## config.mk

```make
export PLATFORM = sky130hd
export DESIGN_NAME = cmpc_top
export DESIGN_NICKNAME = d
export VERILOG_FILES = /design/src/cmpc_pkg.sv /design/src/cmpc_top.sv
export SDC_FILE = /design/constraint.sdc
export NUM_CORES = 1
export LEC_CHECK = 0
export BUFFER_PORTS_ARGS = -buffer_cell sky130_fd_sc_hd__buf_2
export CORE_UTILIZATION = 40
export DETAILED_ROUTE_END_ITERATION = 12
export PLACE_DENSITY = 0.61
export SYNTH_ARGS = -nofsm -noshare
export SYNTH_HDL_FRONTEND = slang
export SYNTH_SLANG_ARGS = --single-unit
```

## constraint.sdc

```tcl
create_clock -name mclk -period 16.3 [get_ports mclk]
set_clock_uncertainty 0.2 [all_clocks]
set_input_delay 3.26 -clock mclk [delete_from_list [all_inputs] [get_ports mclk]]
set_output_delay 3.26 -clock mclk [all_outputs]
set_load 0.01 [all_outputs]
```

## src/cmpc_pkg.sv

```systemverilog
// package: register map, field positions and reset values of the comparator control block
package cmpc_pkg;
    localparam logic [7:0] OFS_IRQ_ENABLE = 8'h00;
    localparam logic [7:0] OFS_IRQ_FLAG = 8'h04;
    localparam logic [7:0] OFS_CONFIG_LOCK = 8'h0c;
    localparam logic [7:0] OFS_CONTROL = 8'h10;
    localparam logic [7:0] OFS_FILTER_CONTROL = 8'h14;
    localparam logic [7:0] OFS_FILTER_PRESCALE = 8'h18;
    // control register fields
    localparam int CTL_ENABLE_BIT = 0;
    localparam int CTL_NEG_SEL_BIT = 1;
    localparam int CTL_POS_SEL_BIT = 2;
    localparam int CTL_OFFSET_LSB = 3;
    localparam int CTL_ROUTE_LSB = 7;
    localparam int CTL_INVERT_BIT = 11;
    localparam int CTL_HYST_LSB = 12;
    localparam int CTL_BLANK_BIT = 14;
    localparam int CTL_OUT_BIT = 17;
    // writable control bits: 14:11, 9:7, 4:0
    localparam logic [31:0] CTL_WRITE_MASK = 32'h0000_7b9f;
    // filter control fields
    localparam int FIL_ENABLE_BIT = 0;
    localparam int FIL_THRESH_LSB = 1;
    localparam int FIL_WINDOW_LSB = 6;
    localparam logic [31:0] FIL_WRITE_MASK = 32'h0000_07ff;
    localparam logic [31:0] PSC_WRITE_MASK = 32'h0000_ffff;
    // reset values
    localparam logic [31:0] RST_CONTROL = 32'h0000_0000;
    localparam logic [31:0] RST_FILTER = 32'h0000_0000;
    localparam logic [31:0] RST_PRESCALE = 32'h0000_0000;
    // timer route codes
    localparam logic [2:0] ROUTE_ADV_BREAK = 3'h1;
    localparam logic [2:0] ROUTE_ADV_CAPTURE = 3'h2;
    localparam logic [2:0] ROUTE_ADV_CLEAR = 3'h3;
    localparam logic [2:0] ROUTE_GEN_CAPTURE = 3'h4;
    localparam logic [2:0] ROUTE_GEN_CLEAR = 3'h5;
    localparam logic [1:0] RESP_OKAY = 2'h0;
    localparam logic [1:0] RESP_SLVERR = 2'h2;
endpackage

```

## src/cmpc_top.sv

```systemverilog
// comparator control and status register bank with output filter and timer routing
// Function
// (RULE_01) enable bit gates interrupt request
// (RULE_02) flag cleared by writing zero only
// (RULE_03) lock bit writable once per reset
// (RULE_04) lock freezes control, filter, prescaler
// (RULE_05) control bit 17 shows comparator output
// (RULE_06) bit 14 masks output with timer blank
// (RULE_07) bits 13:12 drive hysteresis level
// (RULE_08) bit 11 inverts comparator output
// (RULE_09) bits 9:7 route output to timer
// (RULE_10) bits 4:3 select positive offset
// (RULE_11) bit 2 selects positive input pin
// (RULE_12) bit 1 selects negative input pin
// (RULE_13) bit 0 switches comparator on
// (RULE_14) software keeps reserved bits at reset
// (RULE_15) filter window field, filter enable bit
// (RULE_16) threshold above half the window field
// (RULE_17) prescaler sets sample every value+1 clocks
// (RULE_18) interrupt on output going high
// (RULE_19) filtered level changes on threshold agreement
// (RULE_20) flag set on processed output rising edge
`timescale 1ns/1ns
`default_nettype none
module cmpc_top (
    input wire logic mclk,
    input wire logic rst,
    input wire logic [7:0] s_axi_awaddr,
    input wire logic s_axi_awvalid,
    output logic s_axi_awready,
    input wire logic [31:0] s_axi_wdata,
    input wire logic [3:0] s_axi_wstrb,
    input wire logic s_axi_wvalid,
    output logic s_axi_wready,
    output logic [1:0] s_axi_bresp,
    output logic s_axi_bvalid,
    input wire logic s_axi_bready,
    input wire logic [7:0] s_axi_araddr,
    input wire logic s_axi_arvalid,
    output logic s_axi_arready,
    output logic [31:0] s_axi_rdata,
    output logic [1:0] s_axi_rresp,
    output logic s_axi_rvalid,
    input wire logic s_axi_rready,
    input wire logic analog_compare_out,
    input wire logic advanced_timer_blank,
    output logic comparator_enable,
    output logic negative_input_select,
    output logic positive_input_select,
    output logic [1:0] positive_offset_select,
    output logic [1:0] hysteresis_level,
    output logic advanced_timer_break_input,
    output logic advanced_timer_capture_one,
    output logic advanced_timer_ref_clear,
    output logic general_timer_capture_one,
    output logic general_timer_ref_clear,
    output logic irq_request
);
    ////////////////////////////////////////////////////////////////////////////////
    // bus write channel
    logic aw_held_q, aw_held_d;
    logic w_held_q, w_held_d;
    logic [7:0] aw_addr_q, aw_addr_d;
    logic [31:0] w_data_q, w_data_d;
    logic [3:0] w_strb_q, w_strb_d;
    logic bvalid_q, bvalid_d;
    logic [1:0] bresp_q, bresp_d;
    logic ar_valid_q, ar_valid_d;
    logic [31:0] rdata_q, rdata_d;
    logic [1:0] rresp_q, rresp_d;

    logic [31:0] control_q, control_d;
    logic [31:0] filter_q, filter_d;
    logic [31:0] prescale_q, prescale_d;
    logic irq_enable_q, irq_enable_d;
    logic irq_flag_q, irq_flag_d;
    logic lock_q, lock_d;
    logic lock_written_q, lock_written_d;

    // byte-lane merge limited to the writable bits
    function automatic logic [31:0] merge_strb(input logic [31:0] old, input logic [31:0] wd,
                                               input logic [3:0] strb, input logic [31:0] mask);
        logic [31:0] m;
        m = {{8{strb[3]}}, {8{strb[2]}}, {8{strb[1]}}, {8{strb[0]}}} & mask;
        merge_strb = (old & ~m) | (wd & m);
    endfunction

    // offsets that answer with an okay response
    function automatic logic addr_known(input logic [7:0] a);
        addr_known = (a == cmpc_pkg::OFS_IRQ_ENABLE) || (a == cmpc_pkg::OFS_IRQ_FLAG) ||
                     (a == cmpc_pkg::OFS_CONFIG_LOCK) || (a == cmpc_pkg::OFS_CONTROL) ||
                     (a == cmpc_pkg::OFS_FILTER_CONTROL) || (a == cmpc_pkg::OFS_FILTER_PRESCALE);
    endfunction

    wire logic [7:0] wr_addr = aw_held_q ? aw_addr_q : s_axi_awaddr;
    wire logic [31:0] wr_data = w_held_q ? w_data_q : s_axi_wdata;
    wire logic [3:0] wr_strb = w_held_q ? w_strb_q : s_axi_wstrb;
    // either channel may come first; the early one is parked
    wire logic aw_here = aw_held_q | s_axi_awvalid;
    wire logic w_here = w_held_q | s_axi_wvalid;
    wire logic wr_fire = aw_here & w_here & ~bvalid_q;
    wire logic wr_lane0 = wr_strb[0];

    assign s_axi_awready = ~aw_held_q & ~bvalid_q;
    assign s_axi_wready = ~w_held_q & ~bvalid_q;

    wire logic hit_enable = wr_fire & (wr_addr == cmpc_pkg::OFS_IRQ_ENABLE);
    wire logic hit_flag = wr_fire & (wr_addr == cmpc_pkg::OFS_IRQ_FLAG);
    wire logic hit_lock = wr_fire & (wr_addr == cmpc_pkg::OFS_CONFIG_LOCK);
    wire logic cfg_open = ~lock_q; // [RULE_04]
    wire logic hit_ctl = wr_fire & cfg_open & (wr_addr == cmpc_pkg::OFS_CONTROL);
    wire logic hit_fil = wr_fire & cfg_open & (wr_addr == cmpc_pkg::OFS_FILTER_CONTROL);
    wire logic hit_psc = wr_fire & cfg_open & (wr_addr == cmpc_pkg::OFS_FILTER_PRESCALE);

    ////////////////////////////////////////////////////////////////////////////////
    // output path: polarity, blanking, filter
    logic [15:0] psc_cnt_q, psc_cnt_d;
    logic [31:0] hist_q, hist_d;
    logic [5:0] fill_q, fill_d;
    logic filt_q, filt_d;
    logic out_prev_q;

    wire logic [4:0] win_field = filter_q[cmpc_pkg::FIL_WINDOW_LSB +: 5];
    wire logic [4:0] thresh = filter_q[cmpc_pkg::FIL_THRESH_LSB +: 5];
    wire logic fil_en = filter_q[cmpc_pkg::FIL_ENABLE_BIT]; // [RULE_15]
    wire logic [5:0] win_len = {1'b0, win_field} + 6'h01; // [RULE_15]
    wire logic inverted = analog_compare_out ^ control_q[cmpc_pkg::CTL_INVERT_BIT]; // [RULE_08]
    wire logic blanked = control_q[cmpc_pkg::CTL_BLANK_BIT] ? (inverted & ~advanced_timer_blank)
                                                             : inverted; // [RULE_06]
    // a divider value of n gives one sample every n+1 clocks
    wire logic sample_tick = (psc_cnt_q >= prescale_q[15:0]); // [RULE_17]
    wire logic [31:0] win_mask = (32'h0000_0001 << win_len) - 32'h0000_0001;
    wire logic [31:0] hist_shift = {hist_q[30:0], blanked} & win_mask;
    // ones among the samples of the current window
    logic [5:0] ones_cnt;
    always_comb begin
        ones_cnt = 6'h00;
        for (int i = 0; i < 32; i++) begin
            ones_cnt = ones_cnt + {5'h00, hist_shift[i]};
        end
    end
    wire logic [5:0] fill_next = (fill_q < win_len) ? fill_q + 6'h01 : win_len;
    wire logic [5:0] zeros_cnt = fill_next - ones_cnt;
    wire logic out_level = fil_en ? filt_q : blanked;
    wire logic out_rise = out_level & ~out_prev_q; // [RULE_20]

    always_comb begin
        psc_cnt_d = sample_tick ? 16'h0000 : psc_cnt_q + 16'h0001;
        hist_d = hist_q;
        fill_d = fill_q;
        filt_d = filt_q;
        if (!fil_en) begin
            // stale samples must not count once re-enabled
            hist_d = 32'h0000_0000;
            fill_d = 6'h00;
            filt_d = blanked;
        end else if (sample_tick) begin
            hist_d = hist_shift;
            fill_d = fill_next;
            if (!filt_q && ones_cnt >= {1'b0, thresh}) begin
                filt_d = 1'b1; // [RULE_19]
            end else if (filt_q && zeros_cnt >= {1'b0, thresh}) begin
                filt_d = 1'b0; // [RULE_19]
            end
        end
    end

    ////////////////////////////////////////////////////////////////////////////////
    // register next values
    always_comb begin
        aw_held_d = aw_held_q;
        w_held_d = w_held_q;
        aw_addr_d = aw_addr_q;
        w_data_d = w_data_q;
        w_strb_d = w_strb_q;
        bvalid_d = bvalid_q;
        bresp_d = bresp_q;
        if (s_axi_awvalid && s_axi_awready && !wr_fire) begin
            aw_held_d = 1'b1;
            aw_addr_d = s_axi_awaddr;
        end
        if (s_axi_wvalid && s_axi_wready && !wr_fire) begin
            w_held_d = 1'b1;
            w_data_d = s_axi_wdata;
            w_strb_d = s_axi_wstrb;
        end
        if (wr_fire) begin
            aw_held_d = 1'b0;
            w_held_d = 1'b0;
            bvalid_d = 1'b1;
            bresp_d = addr_known(wr_addr) ? cmpc_pkg::RESP_OKAY : cmpc_pkg::RESP_SLVERR;
        end else if (bvalid_q && s_axi_bready) begin
            bvalid_d = 1'b0;
        end
        irq_enable_d = (hit_enable && wr_lane0) ? wr_data[0] : irq_enable_q;
        lock_d = lock_q;
        lock_written_d = lock_written_q;
        // a zero written as the one lock write spends it too
        if (hit_lock && wr_lane0 && !lock_written_q) begin
            lock_d = wr_data[0]; // [RULE_03]
            lock_written_d = 1'b1; // [RULE_03]
        end
        control_d = hit_ctl ? merge_strb(control_q, wr_data, wr_strb, cmpc_pkg::CTL_WRITE_MASK) : control_q;
        filter_d = hit_fil ? merge_strb(filter_q, wr_data, wr_strb, cmpc_pkg::FIL_WRITE_MASK) : filter_q;
        prescale_d = hit_psc ? merge_strb(prescale_q, wr_data, wr_strb, cmpc_pkg::PSC_WRITE_MASK) : prescale_q;
        irq_flag_d = irq_flag_q;
        if (hit_flag && wr_lane0 && !wr_data[0]) begin
            irq_flag_d = 1'b0; // [RULE_02]
        end
        // a rise in the clearing cycle wins over the clear
        if (out_rise) begin
            irq_flag_d = 1'b1; // [RULE_18] [RULE_20]
        end
    end

    ////////////////////////////////////////////////////////////////////////////////
    // read channel
    // reserved bits read zero; bit 17 is the live processed level
    wire logic [31:0] ctl_view = (control_q & cmpc_pkg::CTL_WRITE_MASK) |
                                 ({31'h0, out_level} << cmpc_pkg::CTL_OUT_BIT); // [RULE_05]
    // unmapped offsets read zero with an error response
    logic [31:0] rd_word;
    always_comb begin
        rd_word = 32'h0000_0000;
        unique case (s_axi_araddr)
            cmpc_pkg::OFS_IRQ_ENABLE: rd_word = {31'h0, irq_enable_q};
            cmpc_pkg::OFS_IRQ_FLAG: rd_word = {31'h0, irq_flag_q};
            cmpc_pkg::OFS_CONFIG_LOCK: rd_word = {31'h0, lock_q};
            cmpc_pkg::OFS_CONTROL: rd_word = ctl_view;
            cmpc_pkg::OFS_FILTER_CONTROL: rd_word = filter_q;
            cmpc_pkg::OFS_FILTER_PRESCALE: rd_word = prescale_q;
            default: rd_word = 32'h0000_0000;
        endcase
    end
    assign s_axi_arready = ~ar_valid_q;
    always_comb begin
        ar_valid_d = ar_valid_q;
        rdata_d = rdata_q;
        rresp_d = rresp_q;
        if (s_axi_arvalid && !ar_valid_q) begin
            ar_valid_d = 1'b1;
            rdata_d = rd_word;
            rresp_d = addr_known(s_axi_araddr) ? cmpc_pkg::RESP_OKAY : cmpc_pkg::RESP_SLVERR;
        end else if (ar_valid_q && s_axi_rready) begin
            ar_valid_d = 1'b0;
        end
    end

    ////////////////////////////////////////////////////////////////////////////////
    // flip-flops: write channel
    always_ff @(posedge mclk) begin
        if (rst) begin
            aw_held_q <= 1'b0;
            w_held_q <= 1'b0;
            aw_addr_q <= 8'h00;
            w_data_q <= 32'h0000_0000;
            w_strb_q <= 4'h0;
            bvalid_q <= 1'b0;
            bresp_q <= 2'h0;
        end else begin
            aw_held_q <= aw_held_d;
            w_held_q <= w_held_d;
            aw_addr_q <= aw_addr_d;
            w_data_q <= w_data_d;
            w_strb_q <= w_strb_d;
            bvalid_q <= bvalid_d;
            bresp_q <= bresp_d;
        end
    end

    // flip-flops: read channel
    always_ff @(posedge mclk) begin
        if (rst) begin
            ar_valid_q <= 1'b0;
            rdata_q <= 32'h0000_0000;
            rresp_q <= 2'h0;
        end else begin
            ar_valid_q <= ar_valid_d;
            rdata_q <= rdata_d;
            rresp_q <= rresp_d;
        end
    end

    // flip-flops: register bank
    always_ff @(posedge mclk) begin
        if (rst) begin
            irq_enable_q <= 1'b0;
            irq_flag_q <= 1'b0;
            lock_q <= 1'b0; // [RULE_03]
            lock_written_q <= 1'b0;
            control_q <= cmpc_pkg::RST_CONTROL;
            filter_q <= cmpc_pkg::RST_FILTER;
            prescale_q <= cmpc_pkg::RST_PRESCALE;
        end else begin
            irq_enable_q <= irq_enable_d;
            irq_flag_q <= irq_flag_d;
            lock_q <= lock_d;
            lock_written_q <= lock_written_d;
            control_q <= control_d;
            filter_q <= filter_d;
            prescale_q <= prescale_d;
        end
    end

    // flip-flops: output filter and edge detector
    always_ff @(posedge mclk) begin
        if (rst) begin
            psc_cnt_q <= 16'h0000;
            hist_q <= 32'h0000_0000;
            fill_q <= 6'h00;
            filt_q <= 1'b0;
            out_prev_q <= 1'b0;
        end else begin
            psc_cnt_q <= psc_cnt_d;
            hist_q <= hist_d;
            fill_q <= fill_d;
            filt_q <= filt_d;
            out_prev_q <= out_level;
        end
    end

    ////////////////////////////////////////////////////////////////////////////////
    // outputs
    // route codes 0, 6 and 7 reach no timer input
    wire logic [2:0] route = control_q[cmpc_pkg::CTL_ROUTE_LSB +: 3];
    assign s_axi_bvalid = bvalid_q;
    assign s_axi_bresp = bresp_q;
    assign s_axi_rvalid = ar_valid_q;
    assign s_axi_rdata = rdata_q;
    assign s_axi_rresp = rresp_q;
    assign comparator_enable = control_q[cmpc_pkg::CTL_ENABLE_BIT]; // [RULE_13]
    assign negative_input_select = control_q[cmpc_pkg::CTL_NEG_SEL_BIT]; // [RULE_12]
    assign positive_input_select = control_q[cmpc_pkg::CTL_POS_SEL_BIT]; // [RULE_11]
    assign positive_offset_select = control_q[cmpc_pkg::CTL_OFFSET_LSB +: 2]; // [RULE_10]
    assign hysteresis_level = control_q[cmpc_pkg::CTL_HYST_LSB +: 2]; // [RULE_07]
    assign advanced_timer_break_input = out_level & (route == cmpc_pkg::ROUTE_ADV_BREAK); // [RULE_09]
    assign advanced_timer_capture_one = out_level & (route == cmpc_pkg::ROUTE_ADV_CAPTURE); // [RULE_09]
    assign advanced_timer_ref_clear = out_level & (route == cmpc_pkg::ROUTE_ADV_CLEAR); // [RULE_09]
    assign general_timer_capture_one = out_level & (route == cmpc_pkg::ROUTE_GEN_CAPTURE); // [RULE_09]
    assign general_timer_ref_clear = out_level & (route == cmpc_pkg::ROUTE_GEN_CLEAR); // [RULE_09]
    assign irq_request = irq_flag_q & irq_enable_q; // [RULE_01]
endmodule
`default_nettype wire

```

After elaboration in Yosys (flattened, before gate mapping)

Cells that the tools add are included.

Shift operators: 1
Bitwise logic cells: 44
Reduce and logical (&&, ||, !) cells: 38
Add/subtract/negate cells: 36
Multiplexer cells: 19
Equal/unequal tests: 17
$lt $le $gt $ge: 4

Operators with widths:

| operator                                           | count |
|---|---|
| case mux 32 bit (6 select lines)                   | 1 |
| adder 6 x 1 -> 6 bit                               | 26 |
| AND 32 bit                                         | 4 |
| OR 32 bit                                          | 3 |
| == test 8 x 5 -> 1 bit, second input constant      | 6 |
| AND 32 x 11 -> 32 bit                              | 1 |
| AND 32 x 15 -> 32 bit                              | 1 |
| AND 32 x 16 -> 32 bit                              | 1 |
| 2-to-1 mux 32 bit                                  | 1 |
| inverter 11 -> 32 bit                              | 1 |
| inverter 15 -> 32 bit                              | 1 |
| inverter 16 -> 32 bit                              | 1 |
| << shifter 1 x 6 -> 32 bit, first input constant   | 1 |
| subtractor 32 x 1 -> 32 bit, second input constant | 1 |
| AND 1 bit                                          | 19 |
| OR 15 x 18 -> 18 bit                               | 1 |
| adder 16 x 1 -> 16 bit, second input constant      | 1 |
| == test 8 x 3 -> 1 bit, second input constant      | 2 |
| == test 8 x 4 -> 1 bit, second input constant      | 2 |
| greater-or-equal comparator 16 bit                 | 1 |
| logical NOT 8 bit                                  | 2 |
| logical AND 1 bit                                  | 14 |
| greater-or-equal comparator 6 x 5 -> 1 bit         | 2 |
| 2-to-1 mux 1 bit                                   | 12 |
| other kinds (25)                                   | 54 |

Flip-flop bits (word level): 237
Bits of input ports: 61
Output and inout port bits: 54
Logic and storage cells: 181

Longest topological paths before layout

Depth after elaboration: 42
Mapped depth: 35
Depth with buffers taken out: 32

Worst setup path before layout

Ideal clock, no wire load.

Path kind: input port to flip-flop
Start: input port analog_compare_out
End: register filt_q
Stages on the path: 26
Data required time: 15978 ps
Buffers on the path: 0
Path slack: 7193 ps
Data arrival time: 8786 ps
Setup time: 122 ps
Cells stage by stage: nor2_1 > a21oi_1 > nand2_1 > a21oi_1 > fa_1 > inv_1 > fa_1 > fa_1 > inv_1 > fa_1 > fa_1 > inv_1 > fa_1 > inv_1 > ha_1 > a21o_1 > a21oi_1 > xnor2_1 > inv_1 > ha_1 > nand2_1 > o21ai_0 > xor2_1 > xnor2_1 > a211oi_1 > o32a_1

Word-level cells in the longest chain between the ends: 40
Elaborated cells between the ends (all ways): 45
Those cells by class: add/sub: 32; order compare: 2; eq/ne: 1; mux: 4; bitwise: 3; reduce/logical: 3

RTL lines:

| element                                                                         | line                             | text |
|---|---|---|
| start, declared                                                                 | cmpc_top.sv:45                   | `input wire logic analog_compare_out,` |
| XOR 1 bit *                                                                     | cmpc_top.sv:127                  | `wire logic inverted = analog_compare_out ^ control_q[cmpc_pkg::CTL_INVERT_BIT];` |
| AND 1 bit                                                                       | cmpc_top.sv:128                  | `wire logic blanked = control_q[cmpc_pkg::CTL_BLANK_BIT] ? (inverted & ~advanced_timer_blank)` |
| 2-to-1 mux 1 bit *                                                              | cmpc_top.sv:128                  |  |
| AND 32 bit *                                                                    | cmpc_top.sv:133                  | `wire logic [31:0] hist_shift = {hist_q[30:0], blanked} & win_mask;` |
| via hist_shift[0]                                                               | cmpc_top.sv:133                  |  |
| adder 1 x 1 -> 2 bit *                                                          | cmpc_top.sv:139                  | `ones_cnt = ones_cnt + {5'h00, hist_shift[i]};` |
| adder 2 x 1 -> 3 bit *                                                          | cmpc_top.sv:139                  |  |
| adder 3 x 1 -> 4 bit *                                                          | cmpc_top.sv:139                  |  |
| adder 4 x 1 -> 5 bit *                                                          | cmpc_top.sv:139                  |  |
| adder 5 x 1 -> 6 bit *                                                          | cmpc_top.sv:139                  |  |
| adder 6 x 1 -> 6 bit * (26 in series)                                           | cmpc_top.sv:139                  |  |
| subtractor 6 bit or greater-or-equal comparator 6 x 5 -> 1 bit (tied branches)  | cmpc_top.sv:143, cmpc_top.sv:160 |  |
| greater-or-equal comparator 6 x 5 -> 1 bit or logical AND 1 bit (tied branches) | cmpc_top.sv:162, cmpc_top.sv:160 |  |
| logical AND 1 bit or 2-to-1 mux 1 bit (tied branches)                           | cmpc_top.sv:162, cmpc_top.sv:160 |  |
| != test 3 x 1 -> 1 bit (no source line) or 2-to-1 mux 1 bit (tied branches)     | n/a                              |  |
| AND reduction 2 bit (no source line) or 2-to-1 mux 1 bit (tied branches)        | n/a                              |  |
| end signal, assigned                                                            | cmpc_top.sv:317                  | `filt_q <= filt_d;` |
| end, declared                                                                   | cmpc_top.sv:120                  | `logic filt_q, filt_d;` |

Mark *: on every way through the listed nets, which the timed path passes. The rest lies on a longest branch. The select of a mux whose other input is x is not followed.
A chain may end at the register's enable or synchronous reset.

Final worst setup path

Same ends and word-level chain as after synthesis.

==> out/summary.txt <==
Post-synth EDFFs: 0
Worst-Skew Late Latency: 0.44 ns
max_cap viols: 0
Finish-stage setup viols: 0
# IOs: 115
Total GRT Usage: 0.2058
Power Dens Cells: 79.84 nW/um^2
final worst-path setup slack: 6.790 ns
die width: 153.8 um
post-synthesis cell count: 1106
Required @ worst endpoint: 16.42 ns
Sink Count: 147
first-pass GRT wire length: 38410 um
final count of hold timing violations: 0
filler cell count: 2183
Sw Share: 0.2796
Synth Flop Type: dfxtp_1
Area Growth Syn to Fin: 11.79%
Placed Cells: 1415
die area: 23660 um^2
port bufs: 79
post-detail-place hpwl: 17290 um
antenna cells: 0
Switch Pwr: 0.0002301 W
DIE HEIGHT: 153.8 um
Setup TNS Final: 0 ns
area taken by multi-input logic gates: 5687 um^2
PostCTS Resize Cnt: 0
IR drop worst, VDD: 0.06451 mV
Min-Delay Path Depth: 2
Logic pwr share: 0.060
cell leakage power: 4.299 nW
RSZ-0062 raised after global routing: no
sequential-to-total area share from yosys stat: 0.3192
Root Buffer Master: clkbuf_16
Distinct cells, synth: 80
yosys warns: 0
CTS clk-pin slew, worst paths: 0.07 ns
detailed-route vias per instance: 5.261
commonest cells after routing, fill and taps aside: 147 x dfxtp_1, 135 x nor2_1, 131 x nand2_1
initial core utilization: 0.4072
Worst-Margin Slew: 1.070 ns
Post-synth ARST share: 0
TritonCTS buffer count: 17
Sequential cell area: 2943 um^2
Clock Path Buffers: 2
fmax: 105.2 MHz
row count: 55
Core Region: 22640 um^2
routed vias: 7613
fin crit share: 0.5834
sequential fraction of design power: 0.446
FF+latch count, synth: 147
Setup crit end kind: register
Final Non-Filler Cells: 1447
gpl congestion: 0.8739
run status: finished clean
max_slew headroom: 0.2860
wire length per cell: 16.27 um
pre-CTS WS: 6.383 ns
H-tree levels: 4
min cycle time layout: 9.510 ns
Residual DRC: 0
NumNets Final: 1283
drt total wl: 23550 um
reg2reg path depth: 31
initial antenna violation count: 0
Crit Path Class: input port to register
Min-Delay Path Class: register to register
Max FO, Critical Path: 3
Mapped Area: 9220 um^2
antenna-violating nets left: 0
Initial DRC Count: 437
most common cell after layout, fill and taps aside: dfxtp_1
TritonRoute pass-1 iters: 6
cell area after layout: 10310 um^2
mean post-synth cell area: 8.336 um^2
GRT overflow: 0
post-CTS setup buffer count: 0
max-slew violation count: 0
internal power: 0.0005929 W
largest net degree at the start of global routing: 50
Post-DP Area: 9681 um^2
TritonCTS clock tree: done
clock network fraction of total power: 0.493
number of global-route vias before repair: 7340
flop2flop setup slack: 7.16 ns
fraction of layout cells with a size suffix above 1: 0.1394
Post-CTS Hold Buffers: 0
Worst Setup Start Kind: input port
Arr. time, crit path: 9.63 ns
-- power by group through the flow --
| stage | Clock, W | Combinational (W) | Sequential [W] |
|---|---|---|---|
| 2_1_floorplan | 0 | 0.0000356 | 0.000375 |
| 3_3_place_gp | 0 | 0.0000490 | 0.000376 |
| 3_5_place_dp | 0 | 0.0000494 | 0.000376 |
| 4_1_cts | 0.000413 | 0.0000496 | 0.000367 |
| 5_1_grt | 0.000428 | 0.0000551 | 0.000368 |
| 6_report | 0.000406 | 0.0000495 | 0.000367 |
-- cells in the mapped netlist (6+ instances only) --
library cell	number	area share
buf_4	25	0.020
mux2i_1	60	0.065
nand3_1	37	0.020
dfxtp_1	147	0.32
nor3_1	22	0.012
fa_1	25	0.054
inv_1	67	0.027
a21oi_1	70	0.038
xor2_1	20	0.019
a211oi_1	15	0.012
nand2_1	131	0.053
buf_2	10	0.0054
a22oi_1	6	0.0049
nand2b_1	18	0.012
ha_1	48	0.065
and2_1	10	0.0068
nor2b_1	16	0.011
a21o_1	8	0.0065
o21ai_0	35	0.019
xnor2_1	21	0.020
clkbuf_1	40	0.016
nor2_1	135	0.055
a222oi_1	11	0.012
mux2_2	23	0.028
o21a_1	11	0.0090
-- area by class of cell --
cell class | count | area share
Clock buffer | 17 | 0.04127
Clock inverter | 15 | 0.01954
Inverter | 67 | 0.02440
Multi-Input combinational cell | 831 | 0.5517
Sequential cell | 147 | 0.2855
Tap cell | 285 | 0.03460
Timing Repair Buffer | 85 | 0.04297
-- metal layers --
metal,vias to the layer above,track usage,part of all wire
met5,-,0,0
met1,3563,0.2740,0.46
met3,25,0.03974,0.057
li1,3847,-,-
met4,0,0.05333,0.011
met2,178,0.3403,0.47
-- path summary, 6_finish.rpt --
check / endpoint / from
hold reg to reg: hist_q[0] / hist_q[0]
setup / recovery: filt_q / analog_compare_out
hold / removal: hist_q[0] / hist_q[0]
setup reg to reg: filt_q / register
-- critical path, stage by stage --
cell      delay (ns)
buf_2           0.11
nor2_1          0.04
a21oi_1         0.12
nand2_1         0.18
a21oi_1         0.29
fa_1            0.44
inv_1           0.09
fa_1            0.44
fa_1            0.56
fa_1            0.45
fa_1            0.56
fa_1            0.42
inv_1           0.08
ha_1            0.16
inv_1           0.06
fa_1            0.40
nor2b_1         0.14
o21ai_0         0.08
nand2_1         0.08
xor2_1          0.27
inv_1           0.10
ha_1            0.33
nand2_1         0.06
o21ai_0         0.21
xor2_1          0.19
xnor2_1         0.14
a211oi_1        0.08
o32a_1          0.29
-- metrics by stage --
stage | power (W) | utilization | hold slack (ns)
2_1_floorplan | 0.0004107 | - | 0.2204
3_3_place_gp | 0.0004246 | 0.4276 | 0.2334
3_5_place_dp | 0.0004252 | 0.4276 | 0.2350
4_1_cts | 0.0008303 | 0.4553 | 0.2467
5_1_grt | 0.0008508 | 0.4553 | 0.2696
6_report | 0.0008229 | 0.4553 | 0.2509
-- cells by family after synthesis --
group | count (synthesis) | share of synthesized area
XOR/XNOR | 41 | 0.03895
AO/OA/AOI/OAI | 208 | 0.1514
adder cells (fa/ha/maj) | 74 | 0.1206
buffers and inverters | 144 | 0.07097
other | 1 | 0.0004067
flip-flops | 147 | 0.3192
AND/OR/NAND/NOR | 405 | 0.1999
multiplexers | 86 | 0.09852
Note: power is estimated with default switching activity, not from simulation.
